<file path="config.mk">
export PLATFORM = sky130hd
export DESIGN_NAME = tnl_link_tx
export DESIGN_NICKNAME = d
export VERILOG_FILES = /design/src/design/tnl_link_tx.v /design/src/design/tnl_ut_timer.v
export VERILOG_INCLUDE_DIRS = /design/src /design/src/design
export SDC_FILE = /design/constraint.sdc
export NUM_CORES = 1
export LEC_CHECK = 0
export BUFFER_PORTS_ARGS = -buffer_cell sky130_fd_sc_hd__buf_4
export CORE_MARGIN = 5
export CORE_UTILIZATION = 35
export CTS_BUF_LIST = sky130_fd_sc_hd__clkbuf_4 sky130_fd_sc_hd__clkbuf_8 sky130_fd_sc_hd__clkbuf_16
export DETAILED_ROUTE_END_ITERATION = 12
export PLACE_DENSITY = 0.6
export SETUP_SLACK_MARGIN = 0.5
export SLEW_MARGIN = 5
export SYNTH_ARGS = -nofsm -noshare
export SYNTH_HDL_FRONTEND = slang
export SYNTH_SLANG_ARGS = --single-unit
</file>
<file path="constraint.sdc">
create_clock -name mclk -period 26 [get_ports mclk]
set_clock_uncertainty 0.2 [all_clocks]
set_input_delay 1.3 -clock mclk [delete_from_list [all_inputs] [get_ports mclk]]
set_output_delay 1.3 -clock mclk [all_outputs]
set_load 0.02 [all_outputs]
</file>
<file path="src/design/tnl_consts.vh">
// Constants for the triggered nibble link transmitter
`ifndef TNL_CONSTS_VH
`define TNL_CONSTS_VH

// Clock and unit time
`define TNL_CLK_NS 4
`define TNL_UT_MIN_NS 1500
`define TNL_UT_STEP_NS 500
`define TNL_UT_MIN_CYC (`TNL_UT_MIN_NS / `TNL_CLK_NS)
`define TNL_UT_STEP_CYC (`TNL_UT_STEP_NS / `TNL_CLK_NS)

// Frame timing in unit times
`define TNL_SYNC_UT 7'h38
`define TNL_NIB_BASE_UT 7'h0C
`define TNL_END_UT 7'h0C
`define TNL_TRIG_CONST_UT 7'h5A
`define TNL_TRIG_VAR_UT 7'h0C
`define TNL_LOW_SHORT_UT 7'h03
`define TNL_LOW_LONG_UT 7'h05

// Address windows of the master low time, in half unit times
`define TNL_A0_MIN_H 8'h12
`define TNL_A0_MAX_H 8'h18
`define TNL_A1_MIN_H 8'h26
`define TNL_A1_MAX_H 8'h2E
`define TNL_A2_MIN_H 8'h47
`define TNL_A2_MAX_H 8'h51
`define TNL_A3_MIN_H 8'h7B
`define TNL_A3_MAX_H 8'h87

// Checksum
`define TNL_CRC_SEED 4'h5
`define TNL_CRC_POLY 4'hD

// Register byte offsets
`define TNL_OFS_CTRL 6'h00
`define TNL_OFS_STATUS 6'h04
`define TNL_OFS_ANGLE 6'h08
`define TNL_OFS_FAULT 6'h0C
`define TNL_OFS_TEMP 6'h10
`define TNL_OFS_BASE 6'h14
`define TNL_OFS_IDW1 6'h18
`define TNL_OFS_IDW2 6'h1C

// Control fields
`define TNL_F_UT_LSB 0
`define TNL_F_LOWSEL 2
`define TNL_F_TRIGVAR 3
`define TNL_F_CTR_LSB 4
`define TNL_F_SLOW 6
`define TNL_F_ADDR_LSB 8

// Counter modes
`define TNL_CTR_NIBBLE 2'h0
`define TNL_CTR_OFF 2'h1
`define TNL_CTR_IN_CRC 2'h2

// Reset values
`define TNL_CTRL_RST 10'h000
`define TNL_FAULT_RST 2'h0

`endif

</file>
<file path="src/design/tnl_link_tx.v">
// Triggered single-wire nibble link transmitter with register slave
`timescale 1ns/100ps
`include "tnl_consts.vh"

module tnl_link_tx (
    input wire mclk,
    input wire reset,
    input wire [5:0] avsAddress,
    input wire avsRead,
    input wire avsWrite,
    input wire [31:0] avsWriteData,
    input wire [3:0] avsByteEnable,
    output wire [31:0] avsReadData,
    output wire avsWaitrequest,
    input wire lineIn,
    output wire lineOut,
    output wire lineOe,
    output wire frameDone
);
    localparam ST_IDLE = 2'h0;
    localparam ST_LOW = 2'h1;
    localparam ST_WAIT = 2'h2;
    localparam ST_SEND = 2'h3;
    localparam IDX_SYNC = 3'h0;
    localparam IDX_DATA3 = 3'h4;
    localparam IDX_CRC = 3'h6;
    localparam IDX_END = 3'h7;

    // Register file
    reg [9:0] ctrl_ff;
    reg [11:0] angle_ff;
    reg [1:0] fault_ff;
    reg [7:0] temp_ff;
    reg [15:0] base_ff;
    reg [15:0] idw1_ff;
    reg [15:0] idw2_ff;
    reg ack_ff;
    reg [31:0] rdData_ff;

    // Link state
    reg [1:0] state_ff;
    reg [6:0] utCnt_ff;
    reg [15:0] lowCnt_ff;
    reg [2:0] nibIdx_ff;
    reg [6:0] target_ff;
    reg lineOe_ff;
    reg frameDone_ff;
    reg [3:0] statusLat_ff;
    reg [11:0] angleLat_ff;
    reg [3:0] crcLat_ff;
    reg [3:0] frameCnt_ff;
    reg rstInd_ff;
    reg [3:0] bitPos_ff;
    reg [3:0] msgId_ff;
    reg [15:0] msgWord_ff;

    reg [1:0] nxt_state;
    reg [6:0] nxt_utCnt;
    reg [15:0] nxt_lowCnt;
    reg [2:0] nxt_nibIdx;
    reg [6:0] nxt_target;
    reg nxt_lineOe;
    reg restart;
    reg startFrame;
    reg endFrame;
    reg [3:0] nibVal;
    reg [6:0] nibLen;
    reg [3:0] crcRun;
    reg [3:0] frameCrc;
    reg [7:0] msgData;
    reg [3:0] msgCrc;
    reg [31:0] rdMux;
    wire [31:0] wrWord;

    wire utTick;
    wire [1:0] utSel = ctrl_ff[`TNL_F_UT_LSB+1:`TNL_F_UT_LSB];
    wire lowLong = ctrl_ff[`TNL_F_LOWSEL];
    wire trigVar = ctrl_ff[`TNL_F_TRIGVAR];
    wire [1:0] ctrMode = ctrl_ff[`TNL_F_CTR_LSB+1:`TNL_F_CTR_LSB];
    wire slowEn = ctrl_ff[`TNL_F_SLOW];
    wire [1:0] busAddr = ctrl_ff[`TNL_F_ADDR_LSB+1:`TNL_F_ADDR_LSB];
    wire [31:0] utFull;
    wire [9:0] utCyc;
    wire [6:0] lowUt;
    wire trigHit;
    wire [15:0] msgNew;
    wire msgBit;
    wire [3:0] statusNow;
    wire wrEn;

    // Checksum table step: multiply remainder by x^4 modulo the polynomial
    function [3:0] crcTab(input [3:0] c);
        integer i;
        reg [3:0] r;
        begin
            r = c;
            for (i = 0; i < 4; i = i + 1) begin
                r = {r[2:0], 1'b0} ^ (r[3] ? `TNL_CRC_POLY : 4'h0);
            end
            crcTab = r;
        end
    endfunction

    function [3:0] crcStep(input [3:0] c, input [3:0] n);
        begin
            crcStep = n ^ crcTab(c);
        end
    endfunction

    function [31:0] wrMerge(input [31:0] old, input [31:0] d,
                            input [3:0] be);
        integer i;
        begin
            wrMerge = old;
            for (i = 0; i < 4; i = i + 1) begin
                if (be[i]) begin
                    wrMerge[i*8 +: 8] = d[i*8 +: 8];
                end
            end
        end
    endfunction

    // Low time window test, compared in half unit times against cycles
    function hitWindow(input [1:0] a, input [15:0] lowC, input [9:0] ut);
        reg [7:0] minH;
        reg [7:0] maxH;
        reg [17:0] twice;
        reg [17:0] lo;
        reg [17:0] hi;
        begin
            case (a)
                2'h0: begin
                    minH = `TNL_A0_MIN_H;
                    maxH = `TNL_A0_MAX_H;
                end
                2'h1: begin
                    minH = `TNL_A1_MIN_H;
                    maxH = `TNL_A1_MAX_H;
                end
                2'h2: begin
                    minH = `TNL_A2_MIN_H;
                    maxH = `TNL_A2_MAX_H;
                end
                default: begin
                    minH = `TNL_A3_MIN_H;
                    maxH = `TNL_A3_MAX_H;
                end
            endcase
            twice = {1'b0, lowC, 1'b0};
            lo = {10'h000, minH} * {8'h00, ut};
            hi = {10'h000, maxH} * {8'h00, ut};
            hitWindow = (twice >= lo) && (twice <= hi);
        end
    endfunction

    tnl_ut_timer utTimer (
        .mclk(mclk),
        .reset(reset),
        .restart(restart),
        .utSel(utSel),
        .utTick(utTick)
    );

    assign utFull = `TNL_UT_MIN_CYC + `TNL_UT_STEP_CYC * {30'h0, utSel};
    assign utCyc = utFull[9:0];
    assign lowUt = lowLong ? `TNL_LOW_LONG_UT : `TNL_LOW_SHORT_UT;
    assign trigHit = hitWindow(busAddr, lowCnt_ff, utCyc);
    assign msgNew = {msgId_ff, msgData, msgCrc};
    assign msgBit = (bitPos_ff == 4'h0) ? msgNew[15]
                  : msgWord_ff[4'hF - bitPos_ff];
    assign statusNow = {fault_ff[1] | rstInd_ff, fault_ff[0],
                        slowEn ? {bitPos_ff == 4'h0, msgBit}
                               : busAddr};
    assign lineOut = 1'b0;
    assign lineOe = lineOe_ff;
    assign frameDone = frameDone_ff;

    // Slow channel message content
    always @* begin
        case (msgId_ff[2:0])
            3'h1: msgData = base_ff[15:8];
            3'h2: msgData = base_ff[7:0];
            3'h4: msgData = idw1_ff[15:8];
            3'h5: msgData = idw1_ff[7:0];
            3'h6: msgData = idw2_ff[15:8];
            3'h7: msgData = idw2_ff[7:0];
            default: msgData = temp_ff;
        endcase
        msgCrc = crcStep(`TNL_CRC_SEED, msgId_ff);
        msgCrc = crcStep(msgCrc, msgData[7:4]);
        msgCrc = crcTab(crcStep(msgCrc, msgData[3:0]));
    end

    // Frame checksum over status, angle and, by counter mode and slow channel, frame count and bus address
    always @* begin
        crcRun = crcStep(`TNL_CRC_SEED, statusNow);
        crcRun = crcStep(crcRun, angle_ff[11:8]);
        crcRun = crcStep(crcRun, angle_ff[7:4]);
        crcRun = crcStep(crcRun, angle_ff[3:0]);
        if (ctrMode == `TNL_CTR_NIBBLE) begin
            crcRun = crcStep(crcRun, frameCnt_ff);
            if (slowEn) begin
                crcRun = crcStep(crcRun, {2'h0, busAddr});
            end
        end else if (ctrMode == `TNL_CTR_IN_CRC) begin
            crcRun = crcStep(crcRun, {frameCnt_ff[1:0],
                                      slowEn ? busAddr : 2'h0});
        end else if (slowEn) begin
            crcRun = crcStep(crcRun, {2'h0, busAddr});
        end
        frameCrc = crcTab(crcRun);
    end

    // Value and length of the nibble in flight
    always @* begin
        case (nibIdx_ff)
            3'h1: nibVal = statusLat_ff;
            3'h2: nibVal = angleLat_ff[11:8];
            3'h3: nibVal = angleLat_ff[7:4];
            3'h4: nibVal = angleLat_ff[3:0];
            3'h5: nibVal = frameCnt_ff;
            3'h6: nibVal = crcLat_ff;
            default: nibVal = 4'h0;
        endcase
        case (nibIdx_ff)
            IDX_SYNC: nibLen = `TNL_SYNC_UT;
            IDX_END: nibLen = `TNL_END_UT;
            default: nibLen = `TNL_NIB_BASE_UT + {3'h0, nibVal};
        endcase
    end

    // Trigger and frame sequencer
    always @* begin
        nxt_state = state_ff;
        nxt_utCnt = utCnt_ff;
        nxt_lowCnt = lowCnt_ff;
        nxt_nibIdx = nibIdx_ff;
        nxt_target = target_ff;
        restart = 1'b0;
        startFrame = 1'b0;
        endFrame = 1'b0;
        case (state_ff)
            ST_IDLE: begin
                if (!lineIn) begin
                    nxt_state = ST_LOW;
                    restart = 1'b1;
                    nxt_utCnt = 7'h00;
                    nxt_lowCnt = 16'h0001;
                end
            end
            ST_LOW: begin
                if (utTick && utCnt_ff != 7'h7F) begin
                    nxt_utCnt = utCnt_ff + 7'h01;
                end
                if (lowCnt_ff != 16'hFFFF) begin
                    nxt_lowCnt = lowCnt_ff + 16'h0001;
                end
                if (lineIn) begin
                    if (!trigHit) begin
                        nxt_state = ST_IDLE;
                    end else if (trigVar) begin
                        nxt_state = ST_WAIT;
                        restart = 1'b1;
                        nxt_utCnt = 7'h00;
                        nxt_target = `TNL_TRIG_VAR_UT;
                    end else begin
                        nxt_state = ST_WAIT;
                        nxt_target = `TNL_TRIG_CONST_UT;
                    end
                end
            end
            ST_WAIT: begin
                if (utTick) begin
                    if (utCnt_ff + 7'h01 >= target_ff) begin
                        startFrame = 1'b1;
                        nxt_state = ST_SEND;
                        nxt_utCnt = 7'h00;
                        nxt_nibIdx = IDX_SYNC;
                    end else begin
                        nxt_utCnt = utCnt_ff + 7'h01;
                    end
                end
            end
            ST_SEND: begin
                if (utTick) begin
                    if (utCnt_ff + 7'h01 == nibLen) begin
                        nxt_utCnt = 7'h00;
                        if (nibIdx_ff == IDX_END) begin
                            endFrame = 1'b1;
                            nxt_state = ST_IDLE;
                        end else if (nibIdx_ff == IDX_DATA3 &&
                                     ctrMode != `TNL_CTR_NIBBLE) begin
                            nxt_nibIdx = IDX_CRC;
                        end else begin
                            nxt_nibIdx = nibIdx_ff + 3'h1;
                        end
                    end else begin
                        nxt_utCnt = utCnt_ff + 7'h01;
                    end
                end
            end
            default: begin
                nxt_state = ST_IDLE;
            end
        endcase
        nxt_lineOe = (nxt_state == ST_SEND) && (nxt_utCnt < lowUt);
    end

    always @(posedge mclk or posedge reset) begin
        if (reset) begin
            state_ff <= ST_IDLE;
            utCnt_ff <= 7'h00;
            lowCnt_ff <= 16'h0000;
            nibIdx_ff <= IDX_SYNC;
            target_ff <= 7'h00;
            lineOe_ff <= 1'b0;
            frameDone_ff <= 1'b0;
            statusLat_ff <= 4'h0;
            angleLat_ff <= 12'h000;
            crcLat_ff <= 4'h0;
            frameCnt_ff <= 4'h0;
            rstInd_ff <= 1'b1;
            bitPos_ff <= 4'h0;
            msgId_ff <= 4'h0;
            msgWord_ff <= 16'h0000;
        end else begin
            state_ff <= nxt_state;
            utCnt_ff <= nxt_utCnt;
            lowCnt_ff <= nxt_lowCnt;
            nibIdx_ff <= nxt_nibIdx;
            target_ff <= nxt_target;
            lineOe_ff <= nxt_lineOe;
            frameDone_ff <= endFrame;
            if (startFrame) begin
                statusLat_ff <= statusNow;
                angleLat_ff <= angle_ff;
                crcLat_ff <= frameCrc;
                if (slowEn && bitPos_ff == 4'h0) begin
                    msgWord_ff <= msgNew;
                end
            end
            if (endFrame) begin
                frameCnt_ff <= frameCnt_ff + 4'h1;
                rstInd_ff <= 1'b0;
                if (slowEn) begin
                    bitPos_ff <= bitPos_ff + 4'h1;
                    if (bitPos_ff == 4'hF) begin
                        msgId_ff <= msgId_ff + 4'h1;
                    end
                end
            end
        end
    end

    // Register slave: one wait cycle per access
    assign wrEn = avsWrite && ack_ff;
    assign avsWaitrequest = (avsRead || avsWrite) && !ack_ff;
    assign avsReadData = rdData_ff;
    // Read mux holds the addressed register zero extended, so merge into it
    assign wrWord = wrMerge(rdMux, avsWriteData, avsByteEnable);

    always @* begin
        case (avsAddress)
            `TNL_OFS_CTRL: rdMux = {22'h0, ctrl_ff};
            `TNL_OFS_STATUS: rdMux = {18'h0, rstInd_ff,
                                      state_ff != ST_IDLE, msgId_ff,
                                      bitPos_ff, frameCnt_ff};
            `TNL_OFS_ANGLE: rdMux = {20'h0, angle_ff};
            `TNL_OFS_FAULT: rdMux = {30'h0, fault_ff};
            `TNL_OFS_TEMP: rdMux = {24'h0, temp_ff};
            `TNL_OFS_BASE: rdMux = {16'h0, base_ff};
            `TNL_OFS_IDW1: rdMux = {16'h0, idw1_ff};
            `TNL_OFS_IDW2: rdMux = {16'h0, idw2_ff};
            default: rdMux = 32'h0000_0000;
        endcase
    end

    always @(posedge mclk or posedge reset) begin
        if (reset) begin
            ack_ff <= 1'b0;
            rdData_ff <= 32'h0000_0000;
            ctrl_ff <= `TNL_CTRL_RST;
            angle_ff <= 12'h000;
            fault_ff <= `TNL_FAULT_RST;
            temp_ff <= 8'h00;
            base_ff <= 16'h0000;
            idw1_ff <= 16'h0000;
            idw2_ff <= 16'h0000;
        end else begin
            ack_ff <= (avsRead || avsWrite) && !ack_ff;
            if (avsRead && !ack_ff) begin
                rdData_ff <= rdMux;
            end
            if (wrEn) begin
                case (avsAddress)
                    `TNL_OFS_CTRL: ctrl_ff <= wrWord[9:0];
                    `TNL_OFS_ANGLE: angle_ff <= wrWord[11:0];
                    `TNL_OFS_FAULT: fault_ff <= wrWord[1:0];
                    `TNL_OFS_TEMP: temp_ff <= wrWord[7:0];
                    `TNL_OFS_BASE: base_ff <= wrWord[15:0];
                    `TNL_OFS_IDW1: idw1_ff <= wrWord[15:0];
                    `TNL_OFS_IDW2: idw2_ff <= wrWord[15:0];
                    default: begin
                    end
                endcase
            end
        end
    end
endmodule // tnl_link_tx

</file>
<file path="src/design/tnl_ut_timer.v">
// Unit time tick generator
`timescale 1ns/100ps
`include "tnl_consts.vh"

module tnl_ut_timer (
    input wire mclk,
    input wire reset,
    input wire restart,
    input wire [1:0] utSel,
    output wire utTick
);
    reg [9:0] cnt_ff;
    wire [31:0] periodFull;
    wire [9:0] lastCnt;

    assign periodFull = `TNL_UT_MIN_CYC + `TNL_UT_STEP_CYC * {30'h0, utSel};
    assign lastCnt = periodFull[9:0] - 10'h001;
    assign utTick = !restart && (cnt_ff == lastCnt);

    always @(posedge mclk or posedge reset) begin
        if (reset) begin
            cnt_ff <= 10'h000;
        end else if (restart || cnt_ff == lastCnt) begin
            cnt_ff <= 10'h000;
        end else begin
            cnt_ff <= cnt_ff + 10'h001;
        end
    end
endmodule // tnl_ut_timer

</file>
### Word-level counts from Yosys, hierarchy flattened

Cells that the tools add are included.

| storage, ports and cells | value |
|---|---|
| flip-flop bits (word level) | 209 |
| bits of input ports | 47 |
| output and inout port bits | 36 |
| word-level logic and storage cells | 264 |

| operators by class | value |
|---|---|
| add/sub/neg operators | 11 |
| multipliers | 3 |
| $lt $le $gt $ge | 5 |
| eq/ne operators | 39 |
| mux-type cells | 97 |
| bitwise gates (word level) | 48 |
| reductions and logical operators | 36 |

Operators by type and width:

| cell | number |
|---|---|
| bitwise XOR 4 bit | 43 |
| two-way mux 4 bit | 40 |
| one-hot mux 16 bit (8 select lines) | 1 |
| two-way mux 7 bit | 10 |
| one-hot mux 8 bit (6 select lines) | 1 |
| multiplier 8 x 10 -> 18 bit | 2 |
| two-way mux 16 bit | 2 |
| one-hot mux 16 bit (2 select lines) | 1 |
| one-hot mux 7 bit (4 select lines) | 1 |
| == test 3 bit (second input constant) | 8 |
| == test 6 x 5 -> 1 bit (second input constant) | 4 |
| one-hot mux 4 bit (6 select lines) | 1 |
| one-hot mux 8 bit (3 select lines) | 1 |
| two-way mux 3 bit | 7 |
| one-hot mux 7 bit (3 select lines) | 1 |
| two-way mux 2 bit | 10 |
| >= comparator 17 x 18 -> 1 bit | 1 |
| <= comparator 17 x 18 -> 1 bit | 1 |
| AND reduction 2 bit | 9 |
| adder 16 x 1 -> 16 bit (second input constant) | 1 |
| two-way mux 8 bit | 2 |
| != test 16 bit (second input constant) | 1 |
| != test 2 bit (second input constant) | 7 |
| two-way mux 1 bit | 13 |
| other kinds (41) | 71 |

### Longest topological paths before layout

Gate-level depths: netlist of the first run.

| logic depth | value |
|---|---|
| depth after elaboration | 60 |
| gate-level depth with buffers | 40 |

### Hierarchy

From an unflattened synthesis of the first run, not the netlist that was laid out.

| second synthesis, totals | value |
|---|---|
| cells, all modules | 1720 |
| area, all modules | 16938.7 sq um |

Modules (own cells, without submodules):

| module | instances | cells each | area an instance (sq um) | sequential area each (sq um) |
|---|---|---|---|---|
| tnl_link_tx | 1 | 1641 | 16141.7 | 4480.5 |
| tnl_ut_timer | 1 | 79 | 797.0 | 250.2 |

### Least setup slack after synthesis of the first run

No wires, ideal clock.

| path | value |
|---|---|
| path kind | reg-to-reg |
| from | register ctrl_ff[0] |
| to | register lineOe_ff, in the netlist lineOe |
| arrival time | 8480 ps |
| data required time | 25700 ps |
| slack | 17220 ps |
| cell stages (with the launch flop) | 36 |
| period minus slack after synthesis | 8780 ps |
| cells stage by stage | dfrtp_1 clkbuf_1 inv_1 ha_1 clkbuf_1 nand3_1 o211a_1 inv_1 nor2_1 or2_2 fa_1 fa_1 fa_1 inv_1 fa_1 inv_1 ha_1 o21ai_0 o31ai_1 a21o_1 a21oi_1 xor2_1 ha_1 and4_1 nand4_1 nor3_1 or3_1 o41ai_1 nor2_1 o21ai_0 a211oi_1 a21oi_1 ha_1 a21oi_1 and4b_1 nor4bb_1 |

| on the way | value |
|---|---|
| cells in the longest elaborated chain, start to end | 18 |
| elaborated cells on any way between the ends | 30 |

Ends and longest elaborated chain:

| element | RTL line | RTL |
|---|---|---|
| start: declaration | tnl_link_tx.v:30 | `reg [9:0] ctrl_ff;` |
| start signal: assignment | tnl_link_tx.v:382 | `` ctrl_ff <= `TNL_CTRL_RST; `` |
| start signal: assignment | tnl_link_tx.v:396 | `` `TNL_OFS_CTRL: ctrl_ff <= wrWord[9:0]; `` |
| multiplier 7 x 2 -> 9 bit (no line) * | -- |  |
| adder 9 x 9 -> 10 bit (no line) * | -- |  |
| multiplier 8 x 10 -> 18 bit, on equally long branches | tnl_link_tx.v:150, tnl_link_tx.v:151 |  |
| >= comparator 17 x 18 -> 1 bit or <= comparator 17 x 18 -> 1 bit (tied branches) | tnl_link_tx.v:152 | `hitWindow = (twice >= lo) && (twice <= hi);` |
| logical AND 1 bit | tnl_link_tx.v:152 |  |
| two-way mux 1 bit | tnl_link_tx.v:259 | `if (!trigHit) begin` |
| two-way mux 1 bit | tnl_link_tx.v:258 | `if (lineIn) begin` |
| one-hot mux 1 bit (2 select lines) | tnl_link_tx.v:242 | `case (state_ff)` |
| (+4 left out) | -- |  |
| two-way mux 7 bit | tnl_link_tx.v:261 | `end else if (trigVar) begin` |
| two-way mux 7 bit | tnl_link_tx.v:259 |  |
| two-way mux 7 bit | tnl_link_tx.v:258 |  |
| one-hot mux 7 bit (4 select lines) * | tnl_link_tx.v:242 |  |
| via nxt_utCnt[2] | tnl_link_tx.v:58 | `reg [6:0] nxt_utCnt;` |
| < comparator 7 x 3 -> 1 bit * | tnl_link_tx.v:306 | `nxt_lineOe = (nxt_state == ST_SEND) && (nxt_utCnt < lowUt);` |
| logical AND 1 bit * | tnl_link_tx.v:306 |  |
| via nxt_lineOe | tnl_link_tx.v:62 | `reg nxt_lineOe;` |
| end signal: assignment | tnl_link_tx.v:332 | `lineOe_ff <= nxt_lineOe;` |
| end: declaration | tnl_link_tx.v:46 | `reg lineOe_ff;` |

Mark *: on every way through the listed nets, which the timed path passes. The rest lies on a longest branch.
A chain may end at the register's enable or synchronous reset.

### Worst setup path in the final report of the first run

| path | value |
|---|---|
| from | register ctrl_ff[9] |
| to | register lineOe_ff, in the netlist lineOe |

| on the way | value |
|---|---|
| cells in the longest elaborated chain, start to end | 18 |
| elaborated cells on any way between the ends | 31 |

Ends and longest elaborated chain:

| element | RTL line | RTL |
|---|---|---|
| == test 2 bit (tied with other cells) | tnl_link_tx.v:131 | `case (a)` |
| one-hot mux 7 bit (3 select lines) or one-hot mux 8 bit (3 select lines) (tied branches) | tnl_link_tx.v:131 |  |
| multiplier 8 x 10 -> 18 bit, on equally long branches | tnl_link_tx.v:150, tnl_link_tx.v:151 |  |
| >= comparator 17 x 18 -> 1 bit or <= comparator 17 x 18 -> 1 bit (tied branches) | tnl_link_tx.v:152 |  |
| logical AND 1 bit * | tnl_link_tx.v:152 |  |
| two-way mux 1 bit | tnl_link_tx.v:259 |  |
| two-way mux 1 bit | tnl_link_tx.v:258 |  |
| one-hot mux 1 bit (2 select lines) | tnl_link_tx.v:242 |  |
| (+4 left out) | -- |  |
| two-way mux 7 bit | tnl_link_tx.v:261 |  |
| two-way mux 7 bit | tnl_link_tx.v:259 |  |
| two-way mux 7 bit | tnl_link_tx.v:258 |  |
| one-hot mux 7 bit (4 select lines) * | tnl_link_tx.v:242 |  |
| via nxt_utCnt[2] | tnl_link_tx.v:58 |  |
| < comparator 7 x 3 -> 1 bit * | tnl_link_tx.v:306 |  |
| logical AND 1 bit * | tnl_link_tx.v:306 |  |
| via nxt_lineOe | tnl_link_tx.v:62 |  |

Marked as above.

==> metrics.txt, run 1 <==
overall die height=between 200 and 250 microns; Critical-path top delay cell=o41ai_1; min-delay src=msgWord_ff[11]$_DFFE_PP0P_; sequential share of power=approximately 32%; Synth Area per Inst=just under 9 sq um; Power Density=~54 nW/um^2; register area share after synthesis=28.2%; crit path time final=~11 ns; Final Hold Viols=0; Global Route Usage Sum=roughly 17%; vias in the first global route=between 10k and 15k; Total Neg Setup Slack=0 ns; largest net degree at the start of global routing=approximately 130; Core Util, Final=38.2%; maximum vdd ir drop=0.0000549 V; Comb pwr share=roughly two fifths; initial drt markers=1135; Pint=slightly above 0.0006 W; max-cap viol count=0; area of the mapped netlist=about 17000 sq um; Max Clk Rate=between 90 and 100 MHz; CP Launch Type=register; asr flop ratio synth=between 90% and 100%; port buffer count=47; clk sinks=about 190; Syn-to-layout area delta=8.29%; Worst path depth=35; Clock Power Share=between 20% and 30%; RSZ-0062 raised after global routing=no; most frequent cells in the layout=nand2_1 (296), inv_1 (197), dfrtp_1 (188), ha_1 (156), nor2_1 (126); post-DP HPWL=about 35000 microns; NetSw=between 0.0003 and 0.0004 W; CP arrival=between 10 and 15 ns; detailed-route wire length per cell=18.3 microns; Skew-Pair Late Insertion Delay=around 0.46 ns; status=finished, final reports clean; final WL=46100 microns; FF-to-FF path depth=35; initial antenna violation count=0; # diodes=0; clk slew on worst S/H paths=0.08 ns; post-route ant nets=0; reg2reg end=lineOe$_DFF_PP0_; top post-synthesis cells by area=dfrtp_1 (28%), ha_1 (12%), fa_1 (9.5%); slowest cell delay on critical path=0.78 ns; Hold Crit Class=reg -> reg; CTS Hold Bufs=0; commonest non-fill, non-tap cell in the layout=nand2_1; Pre-Repair DR Iteration Count=5; CTS Root Cell=clkbuf_16; IO Pins=83; CTS Buf Count=17; r2r setup slk=about 15 ns; biggest area consumer among synthesized cells=dfrtp_1; worst slew pin tran=roughly 1.2 ns; Synth top area share=around 28%; layout cell share with drive strength beyond 1=between 8 and 9%; total grt overflow=0; post-cts sizing count=0; RD Place Congestion=between 0.9 and 1; yosys warns=0; DIE AREA=approximately 52000 sq um; row cnt=80; CTS H-tree depth=4; Core Region=~48000 sq um; final worst path period share=around two fifths; main flop type after synthesis=dfrtp_1; die width=roughly 230 microns; CTS tree=done; fin nets=2170; Clock Tree Buf Depth=2; leakage=between 9 and 10 nW; Hold Crit Depth=2; FF-to-FF Start=ctrl_ff[9]$_DFFE_PP0P_; worst path buffer plus inverter count=5; fill count=roughly 4.8k; Top delay family on crit path=adder cells; EDFF count, synth=0; Synth cell types=between 80 and 90; final setup vio count=0; FF/Latch Area=4730 sq um; Sw Ratio=38.0%; CP Capture Type=register; Yosys reg bits=~190; Slew headroom=a little under a fifth; Multi-input gate area=10900 sq um; most used cell, CP=ha_1; hold-critical path endpoint=msgWord_ff[11]$_DFFE_PP0P_; Vias/cell=between 5 and 6; CP Class=reg -> reg; worst-path fanout max=16; WP data required=26.14 ns; global-route wire length before repair=about 74000 microns; Initial Utilization=between 30% and 40%; hold_ws=0.278 ns; residual DRC count=0; Vias=between 10k and 15k; total setup buffers inserted after CTS=0; max-slew violations=0; Post-Syn Instances=roughly 1.9k
## cell type report
| cell class | count | area share [%] |
|---|---|---|
| clock buffer | 19 | 2.46 |
| clock inverter | 13 | 0.943 |
| inverter | 200 | 4.17 |
| multi-input combinational | 1425 | 59.9 |
| sequential | 189 | 26.0 |
| tap | 615 | 4.23 |
| timing repair buffer | 54 | 2.23 |
## registers in the layout (all words and copies together), names as in the netlist, 2 cells and up
| name | count |
|---|---|
| temp_ff | 8 |
| statusLat_ff | 4 |
| frameCnt_ff | 4 |
| avsReadData | 16 |
| msgWord_ff | 16 |
| target_ff | 3 |
| angle_ff | 12 |
| msgId_ff | 4 |
| fault_ff | 2 |
| nibIdx_ff | 3 |
| state_ff | 2 |
| bitPos_ff | 4 |
| utCnt_ff | 7 |
| angleLat_ff | 12 |
| base_ff | 16 |
| utTimer.cnt_ff | 10 |
| idw1_ff | 16 |
| lowCnt_ff | 16 |
| ctrl_ff | 10 |
| idw2_ff | 16 |
| crcLat_ff | 4 |
## kinds of logic after synthesis
logic type | count (synthesis) | synth area share, %
simple gates | 609 | 16.3
compound gates | 349 | 13.7
buf+inv | 291 | 7.29
fa+ha+maj | 236 | 21.2
flops | 189 | 28.2
xor+xnor | 134 | 7.91
mux | 80 | 5.42
other cells | 1 | 0.0223
## power groups by stage
| stage | clock [W] | sequential [W] | combinational (W) |
|---|---|---|---|
| 2_1_floorplan | 0 | 0.000319 | 0.000298 |
| 3_3_place_gp | 0 | 0.000325 | 0.000377 |
| 3_5_place_dp | 0 | 0.000325 | 0.000385 |
| 4_1_cts | 0.000287 | 0.000319 | 0.000388 |
| 5_1_grt | 0.000297 | 0.000321 | 0.000440 |
| 6_report | 0.000281 | 0.000320 | 0.000385 |
## worst reg2reg max path: cells and delay by family, from the launching register on
| kind | cells | cell delay [ns] |
|---|---|---|
| adder cells (fa/ha/maj) | 8 | 3.57 |
| AO/OA/AOI/OAI | 12 | 2.71 |
| flip-flops | 1 | 0.74 |
| buffers and inverters | 5 | 0.73 |
| AND/OR/NAND/NOR | 10 | 2.49 |
## Yosys cell counts, types with 6 or more instances
library cell	n
and2_1	13
nand3_1	33
mux2_2	51
fa_1	80
a22oi_1	23
nand2b_1	11
nor2b_1	29
nand2_1	296
o22ai_1	6
ha_1	156
o21a_1	14
or3_1	8
o21bai_1	7
a211oi_1	10
inv_1	198
dfrtp_1	188
a32o_1	6
buf_1	6
and3_1	14
and4_1	7
xnor3_1	9
a31oi_1	7
a221oi_1	17
o21ai_0	113
a22o_1	6
a211o_1	7
a21oi_1	60
nor2_1	126
nor3_1	26
or2_2	13
xor2_1	58
mux2i_1	26
nand4_1	12
xnor2_1	65
buf_6	8
clkbuf_1	56
nor4_1	6
a21o_1	17
buf_4	18
## how the worst max path moves through the flow
| stage | endpoint | startpoint |
|---|---|---|
| final | lineOe$_DFF_PP0_ | ctrl_ff[9]$_DFFE_PP0P_ |
| after global routing | lineOe$_DFF_PP0_ | ctrl_ff[9]$_DFFE_PP0P_ |
| after CTS | lineOe$_DFF_PP0_ | ctrl_ff[9]$_DFFE_PP0P_ |
| after detailed placement | lineOe$_DFF_PP0_ | ctrl_ff[9]$_DFFE_PP0P_ |
| after global placement | lineOe$_DFF_PP0_ | ctrl_ff[9]$_DFFE_PP0P_ |
| after floorplan | lineOe$_DFF_PP0_ | ctrl_ff[0]$_DFFE_PP0P_ |
## per-stage QoR
stage / area [sq um] / std cells / total power [W] / setup WS (ns)
global placement: 17600 / 2483 / 0.000701 / 15.43
CTS: 18200 / 2515 / 0.000995 / 15.35
global route: 18200 / 2515 / 0.00106 / 14.61
detailed placement: 17600 / 2483 / 0.000710 / 15.38
floorplan: 16800 / 1905 / 0.000617 / 17.22
finish: 18200 / 2515 / 0.000985 / 15.45
## per-layer routing
layer,routed length [microns],up-vias,GRT usage [%]
met2,21700,429,28.3
met3,2520,72,2.97
met1,20200,6473,23.4
met5,0,-,0
li1,-,6354,-
met4,1700,0,6.48
No activity file was read; power rests on OpenSTA's default activity.
==> inputs of run 2 (changes only) <==
--- a/config.mk
+++ b/config.mk
@@ -11,7 +11,7 @@
 export CORE_UTILIZATION = 35
 export CTS_BUF_LIST = sky130_fd_sc_hd__clkbuf_4 sky130_fd_sc_hd__clkbuf_8 sky130_fd_sc_hd__clkbuf_16
 export DETAILED_ROUTE_END_ITERATION = 12
-export PLACE_DENSITY = 0.6
+export PLACE_DENSITY = 0.62
 export SETUP_SLACK_MARGIN = 0.5
 export SLEW_MARGIN = 5
 export SYNTH_ARGS = -nofsm -noshare
==> constraint.sdc (replaced) <==
create_clock -name mclk -period 8.79 [get_ports mclk]
set_clock_uncertainty 0.2 [all_clocks]
set_input_delay 0.4395 -clock mclk [delete_from_list [all_inputs] [get_ports mclk]]
set_output_delay 0.4395 -clock mclk [all_outputs]
set_load 0.02 [all_outputs]
==> run 2 against run 1 <==
  * Power increased to 3.1 times the previous value
  * Worst hold slack worse by 0.21 ns
  * Non-clock buffer count is 75 higher
  * Combinational power increased to 3.4 times the previous value
  * Via count grew 3.4%
  * Global-route usage up 0.30 points
  * Clock power grew to 2.9 times the previous value
  * Die area unchanged
  * Flip-flop and latch count unchanged
  * Wire length rose by 2.9%
  * Final area rose by 6.3%
  * Critical path depth down 4
  * Critical path type unchanged
  * Largest power group unchanged
==> metrics.txt, run 2 (same netlist as run 1, synthesis figures left out) <==
Initial Utilization=35.3%; CTS Root Cell=clkbuf_16; Skew-Pair Late Insertion Delay=0.46 ns; CP Launch Type=register; Critical-path top delay cell=fa_1; leakage=9.56 nW; most frequent cells in the layout=nand2_1 (296), inv_1 (185), dfrtp_1 (184), ha_1 (135), buf_4 (121); post-DP HPWL=between 30000 and 40000 microns; clk sinks=around 190; detailed-route wire length per cell=between 15 and 20 microns; layout cell share with drive strength beyond 1=approximately 17%; initial drt markers=1339; hold-critical path endpoint=ack_ff$_DFF_PP0_; post-route ant nets=0; commonest non-fill, non-tap cell in the layout=nand2_1; row cnt=80; RD Place Congestion=about 0.93; Max Clk Rate=between 100 and 150 MHz; max-cap viol count=0; hold_ws=about 0.07 ns; clk slew on worst S/H paths=roughly 0.080 ns; design area=19300 sq um; initial antenna violation count=1; Placed Area=17900 sq um; final WL=~47000 microns; vias in the first global route=roughly 14k; reg2reg end=lineOe$_DFF_PP0_; max-slew violations=0; IO Pins=83; Slew headroom=23.9%; pre-CTS WS=-0.0869 ns; CP Class=reg -> reg; Power Density=around 160 nW/um^2; WP data required=approximately 9 ns; DIE AREA=between 50000 and 60000 sq um; port buffer count=47; Core Region=about 48000 sq um; Vias=about 14k; fill count=approximately 4.6k; CTS tree=done; Hold Crit Class=in -> reg; Layout Cells excl Fill=roughly 2.6k; status=finished, final reports clean; r2r setup slk=0.79 ns; CTS H-tree depth=4; CTS Buf Count=17; total grt overflow=0; worst-path fanout max=6; die width=roughly 230 microns; global-route wire length before repair=about 76000 microns; overall die height=between 200 and 250 microns; # diodes=0; FF/Latch Area=4740 sq um; Syn-to-layout area delta=15.1%; FF-to-FF path depth=31; Placed Cells=approximately 2.5k; final worst path period share=about 91%; setup ws final=between 0.7 and 0.8 ns; Hold Crit Depth=3; crit path time final=8.00 ns; min-delay src=avsRead; fin nets=approximately 2.2k; maximum vdd ir drop=approximately 0.00012 V; Clock Tree Buf Depth=2; Vias/cell=between 5 and 6; Final Hold Viols=0; largest net degree at the start of global routing=approximately 110; Multi-input gate area=11400 sq um; Pre-Repair DR Iteration Count=5; FF-to-FF Start=ctrl_ff[1]$_DFFE_PP0P_; final setup vio count=0; CP Capture Type=register; CP arrival=8.16 ns; slowest cell delay on critical path=approximately 0.57 ns; worst slew pin tran=1.11 ns; most used cell, CP=fa_1; RSZ-0062 raised after global routing=no; residual DRC count=0; Global Route Usage Sum=between 10% and 20%; Critical Path Start=ctrl_ff[1]$_DFFE_PP0P_
==> run 2: power breakdown <==
group	internal [W]	switching, W	leakage (nW)	total, W
sequential	0.000899	0.0000514	2.59	0.000950
combinational	0.000585	0.000732	6.67	0.00132
clock	0.000411	0.000409	0.292	0.000820
total	0.00190	0.00119	9.56	0.00309
==> run 2: final cells by class <==
class                           instances  share of cell area [%]
Timing Repair Buffer                  129                    5.16
Inverter                              200                    4.02
Clock buffer                           18                    2.24
Clock inverter                         14                   0.867
Sequential cell                       189                    24.5
Tap cell                              615                    3.98
Multi-Input combinational cell       1425                    59.2
==> run 2: timing repair <==
action	CTS	global route
pin swaps	9	51
hold buffers	1	0
hold endpoints to repair	108	0
endpoints found under the setup margin	1	10
gates resized for setup	33	122
buffers inserted	6	31
==> run 2: how the worst max path moves through the flow <==
stage	to	slack [ns]	depth (start not counted)
global placement	lineOe$_DFF_PP0_	0.20	35
CTS	lineOe$_DFF_PP0_	0.50	33
floorplan	lineOe$_DFF_PP0_	0.52	35
global route	lineOe$_DFF_PP0_	0.43	32
detailed placement	lineOe$_DFF_PP0_	-0.09	35
finish	lineOe$_DFF_PP0_	0.79	31
==> run 2: stage by stage <==
stage / total power [W] / TNS, ns / util, %
after floorplan: 0.00183 / 0 / -
after global placement: 0.00208 / 0 / 37.6
after detailed placement: 0.00212 / -0.0869 / 37.6
after CTS: 0.00297 / 0 / 39.1
after global routing: 0.00330 / 0 / 40.7
final: 0.00309 / 0 / 40.7
==> run 2: worst max-delay path: cells and delay by family, from the launching register on <==
| kind | cells | cell delay (ns) |
|---|---|---|
| buffers and inverters | 4 | 0.34 |
| adders and majority gates | 9 | 3.53 |
| DFF | 1 | 0.49 |
| and+or+nand+nor | 6 | 1.16 |
| AOI/OAI and AO/OA | 11 | 2.01 |
| xor gates and xnor gates | 1 | 0.15 |
==> run 2: routing by layer <==
metal  part of all wire, %  up-vias  GRT usage, %
met4                   2.9        0          5.37
met5                     0        -             0
li1                      -     6501             -
met1                    43     6730          23.0
met3                   5.5       87          3.03
met2                    49      466          30.5
==> inputs of run 3 (changes only) <==
--- a/config.mk
+++ b/config.mk
@@ -9,9 +9,8 @@
 export BUFFER_PORTS_ARGS = -buffer_cell sky130_fd_sc_hd__buf_4
 export CORE_MARGIN = 5
 export CORE_UTILIZATION = 35
-export CTS_BUF_LIST = sky130_fd_sc_hd__clkbuf_4 sky130_fd_sc_hd__clkbuf_8 sky130_fd_sc_hd__clkbuf_16
 export DETAILED_ROUTE_END_ITERATION = 12
-export PLACE_DENSITY = 0.62
+export PLACE_DENSITY = 0.6
 export SETUP_SLACK_MARGIN = 0.5
 export SLEW_MARGIN = 5
 export SYNTH_ARGS = -nofsm -noshare
==> constraint.sdc (replaced) <==
create_clock -name mclk -period 10.4 [get_ports mclk]
set_clock_uncertainty 0.2 [all_clocks]
set_input_delay 0.52 -clock mclk [delete_from_list [all_inputs] [get_ports mclk]]
set_output_delay 0.52 -clock mclk [all_outputs]
set_load 0.02 [all_outputs]
==> run 3 against run 2 <==
  * Power shrank 20%
  * Count of clock-buffer cells in the layout is the same
  * Clock power shrank 13%
  * First-iteration DRC count shrank 10%
  * Final area shrank 5.5%
  * Critical path depth grew 3
  * Flip-flop and latch count is the same
  * Worst hold slack lost 0.060 ns
  * Final cell count shrank 2.6%
  * Largest power group unchanged
  * Via count shrank 2.6%
  * Highest routed layer unchanged
  * Core utilization shrank 2.2 points
  * Non-clock buffer count shrank 67
==> metrics.txt, run 3 (same netlist as run 1, synthesis figures left out) <==
sequential share of power=about a third; leakage=~9.2 nW; Skew-Pair Late Insertion Delay=0.46 ns; Pre-Repair DR Iteration Count=6; initial drt markers=roughly 1.2k; Clock Power Share=between 20 and 30%; post-DP HPWL=approximately 35000 microns; RD Place Congestion=0.913; Hold Crit Class=in -> async; port buffer count=47; clk slew on worst S/H paths=around 0.070 ns; Max Clk Rate=~110 MHz; Total Neg Setup Slack=0 ns; CTS Root Cell=clkbuf_16; CP arrival=9.44 ns; overall die height=229 microns; largest net degree at the start of global routing=about 130; crit path time final=approximately 9.3 ns; final setup vio count=0; DIE AREA=~52000 sq um; detailed-route wire length per cell=18.1 microns; Core Util, Final=38.4%; die width=229 microns; layout cell share with drive strength beyond 1=9.17%; Final Hold Viols=0; WP data required=between 10 and 15 ns; worst path buffer plus inverter count=5; hold_ws=between 0.01 and 0.015 ns; Pint=approximately 0.0015 W; residual DRC count=0; maximum vdd ir drop=~0.00011 V; # diodes=0; Syn-to-layout area delta=8.80%; final WL=~46000 microns; Slew headroom=~16%; commonest non-fill, non-tap cell in the layout=nand2_1; post-route ant nets=0; Clock Tree Buf Depth=2; Sw Ratio=a little under two fifths; IO Pins=a little over 80; r2r setup slk=between 1 and 1.5 ns; Comb pwr share=between 30% and 40%; max-slew violations=0; slowest cell delay on critical path=approximately 0.64 ns; final worst path period share=about nine tenths; CP Class=reg -> reg; Core Region=roughly 48000 sq um; Top delay family on crit path=adder cells; most frequent cells in the layout=nand2_1 (296), inv_1 (197), dfrtp_1 (187), ha_1 (156), nor2_1 (125); CTS tree=done; reg2reg end=lineOe$_DFF_PP0_; FF-to-FF Start=ctrl_ff[1]$_DFFE_PP0P_; CTS H-tree depth=4; vias in the first global route=approximately 13k; CTS Hold Bufs=0; clk sinks=189; max-cap viol count=0; global-route wire length before repair=~74000 microns; fin nets=~2.2k; row cnt=80; initial antenna violation count=0; status=finished, final reports clean; Initial Utilization=35.3%; worst slew pin tran=around 1.2 ns; worst-path fanout max=11; CTS Buf Count=17; CP Capture Type=register; Global Route Usage Sum=17.4%; Vias/cell=between 5 and 6; Critical-path top delay cell=ha_1; Power Density=about 140 nW/um^2; CP Launch Type=register; FF-to-FF path depth=34; RSZ-0062 raised after global routing=no; total grt overflow=0; fill count=~4.8k; NetSw=about 0.00093 W; Vias=around 13k
run 3: changes by cell type in the layout (fill, tap and decap cells not counted), sizes merged:
cell	change
dlygate4sd3	-1
buf	-66
bufinv	+1
clkinvlp	-1
run 3: metal layers:
layer | wire (microns) | up-vias | share of wire [%] | global-route usage (%)
met5 | 0 | - | 0 | 0
met4 | 1060 | 0 | 2.3 | 4.98
met3 | 2260 | 63 | 5.0 | 2.71
met2 | 22200 | 428 | 49 | 29.2
met1 | 20200 | 6568 | 44 | 23.3
li1 | - | 6364 | - | -
run 3: repair_timing:
item | in CTS | in global routing
setup buffers | 0 | 0
endpoints found under the setup margin | 0 | 1
resized for setup | 0 | 5
run 3: cell type report:
class                      count  area, sq um  area share (%)
multi-input combinational   1425        10900            59.7
sequential                   189         4730            25.9
tap                          615          769            4.21
inverter                     200          758            4.15
timing repair buffer          62          465            2.55
clock buffer                  18          439            2.40
clock inverter                14          191            1.05
run 3: power groups by stage:
stage          Combinational, W  Clock (W)  Sequential, W
2_1_floorplan          0.000746          0       0.000797
3_3_place_gp           0.000941          0       0.000813
3_5_place_dp           0.000964          0       0.000813
4_1_cts                0.000971   0.000725       0.000799
5_1_grt                 0.00109   0.000758       0.000804
6_report               0.000960   0.000711       0.000799
run 3: worst max-delay path by stage:
| stage | start | end | slack [ns] | depth (start not counted) |
|---|---|---|---|---|
| 2_1_floorplan | ctrl_ff[0]$_DFFE_PP0P_ | lineOe$_DFF_PP0_ | 1.62 | 35 |
| 3_3_place_gp | ctrl_ff[9]$_DFFE_PP0P_ | lineOe$_DFF_PP0_ | 1.20 | 32 |
| 3_5_place_dp | ctrl_ff[1]$_DFFE_PP0P_ | lineOe$_DFF_PP0_ | 1.02 | 34 |
| 4_1_cts | ctrl_ff[9]$_DFFE_PP0P_ | lineOe$_DFF_PP0_ | 0.89 | 32 |
| 5_1_grt | ctrl_ff[9]$_DFFE_PP0P_ | lineOe$_DFF_PP0_ | 0.50 | 35 |
| 6_report | ctrl_ff[1]$_DFFE_PP0P_ | lineOe$_DFF_PP0_ | 1.10 | 34 |
run 3: per-stage QoR:
step | instances | total power (W) | setup slack (ns) | cell area [sq um]
after floorplan | 1905 | 0.00154 | 1.62 | 16800
after global placement | 2491 | 0.00175 | 1.20 | 17600
after detailed placement | 2491 | 0.00178 | 1.02 | 17600
after CTS | 2523 | 0.00249 | 0.893 | 18300
after global routing | 2523 | 0.00265 | 0.501 | 18300
final | 2523 | 0.00247 | 1.10 | 18300
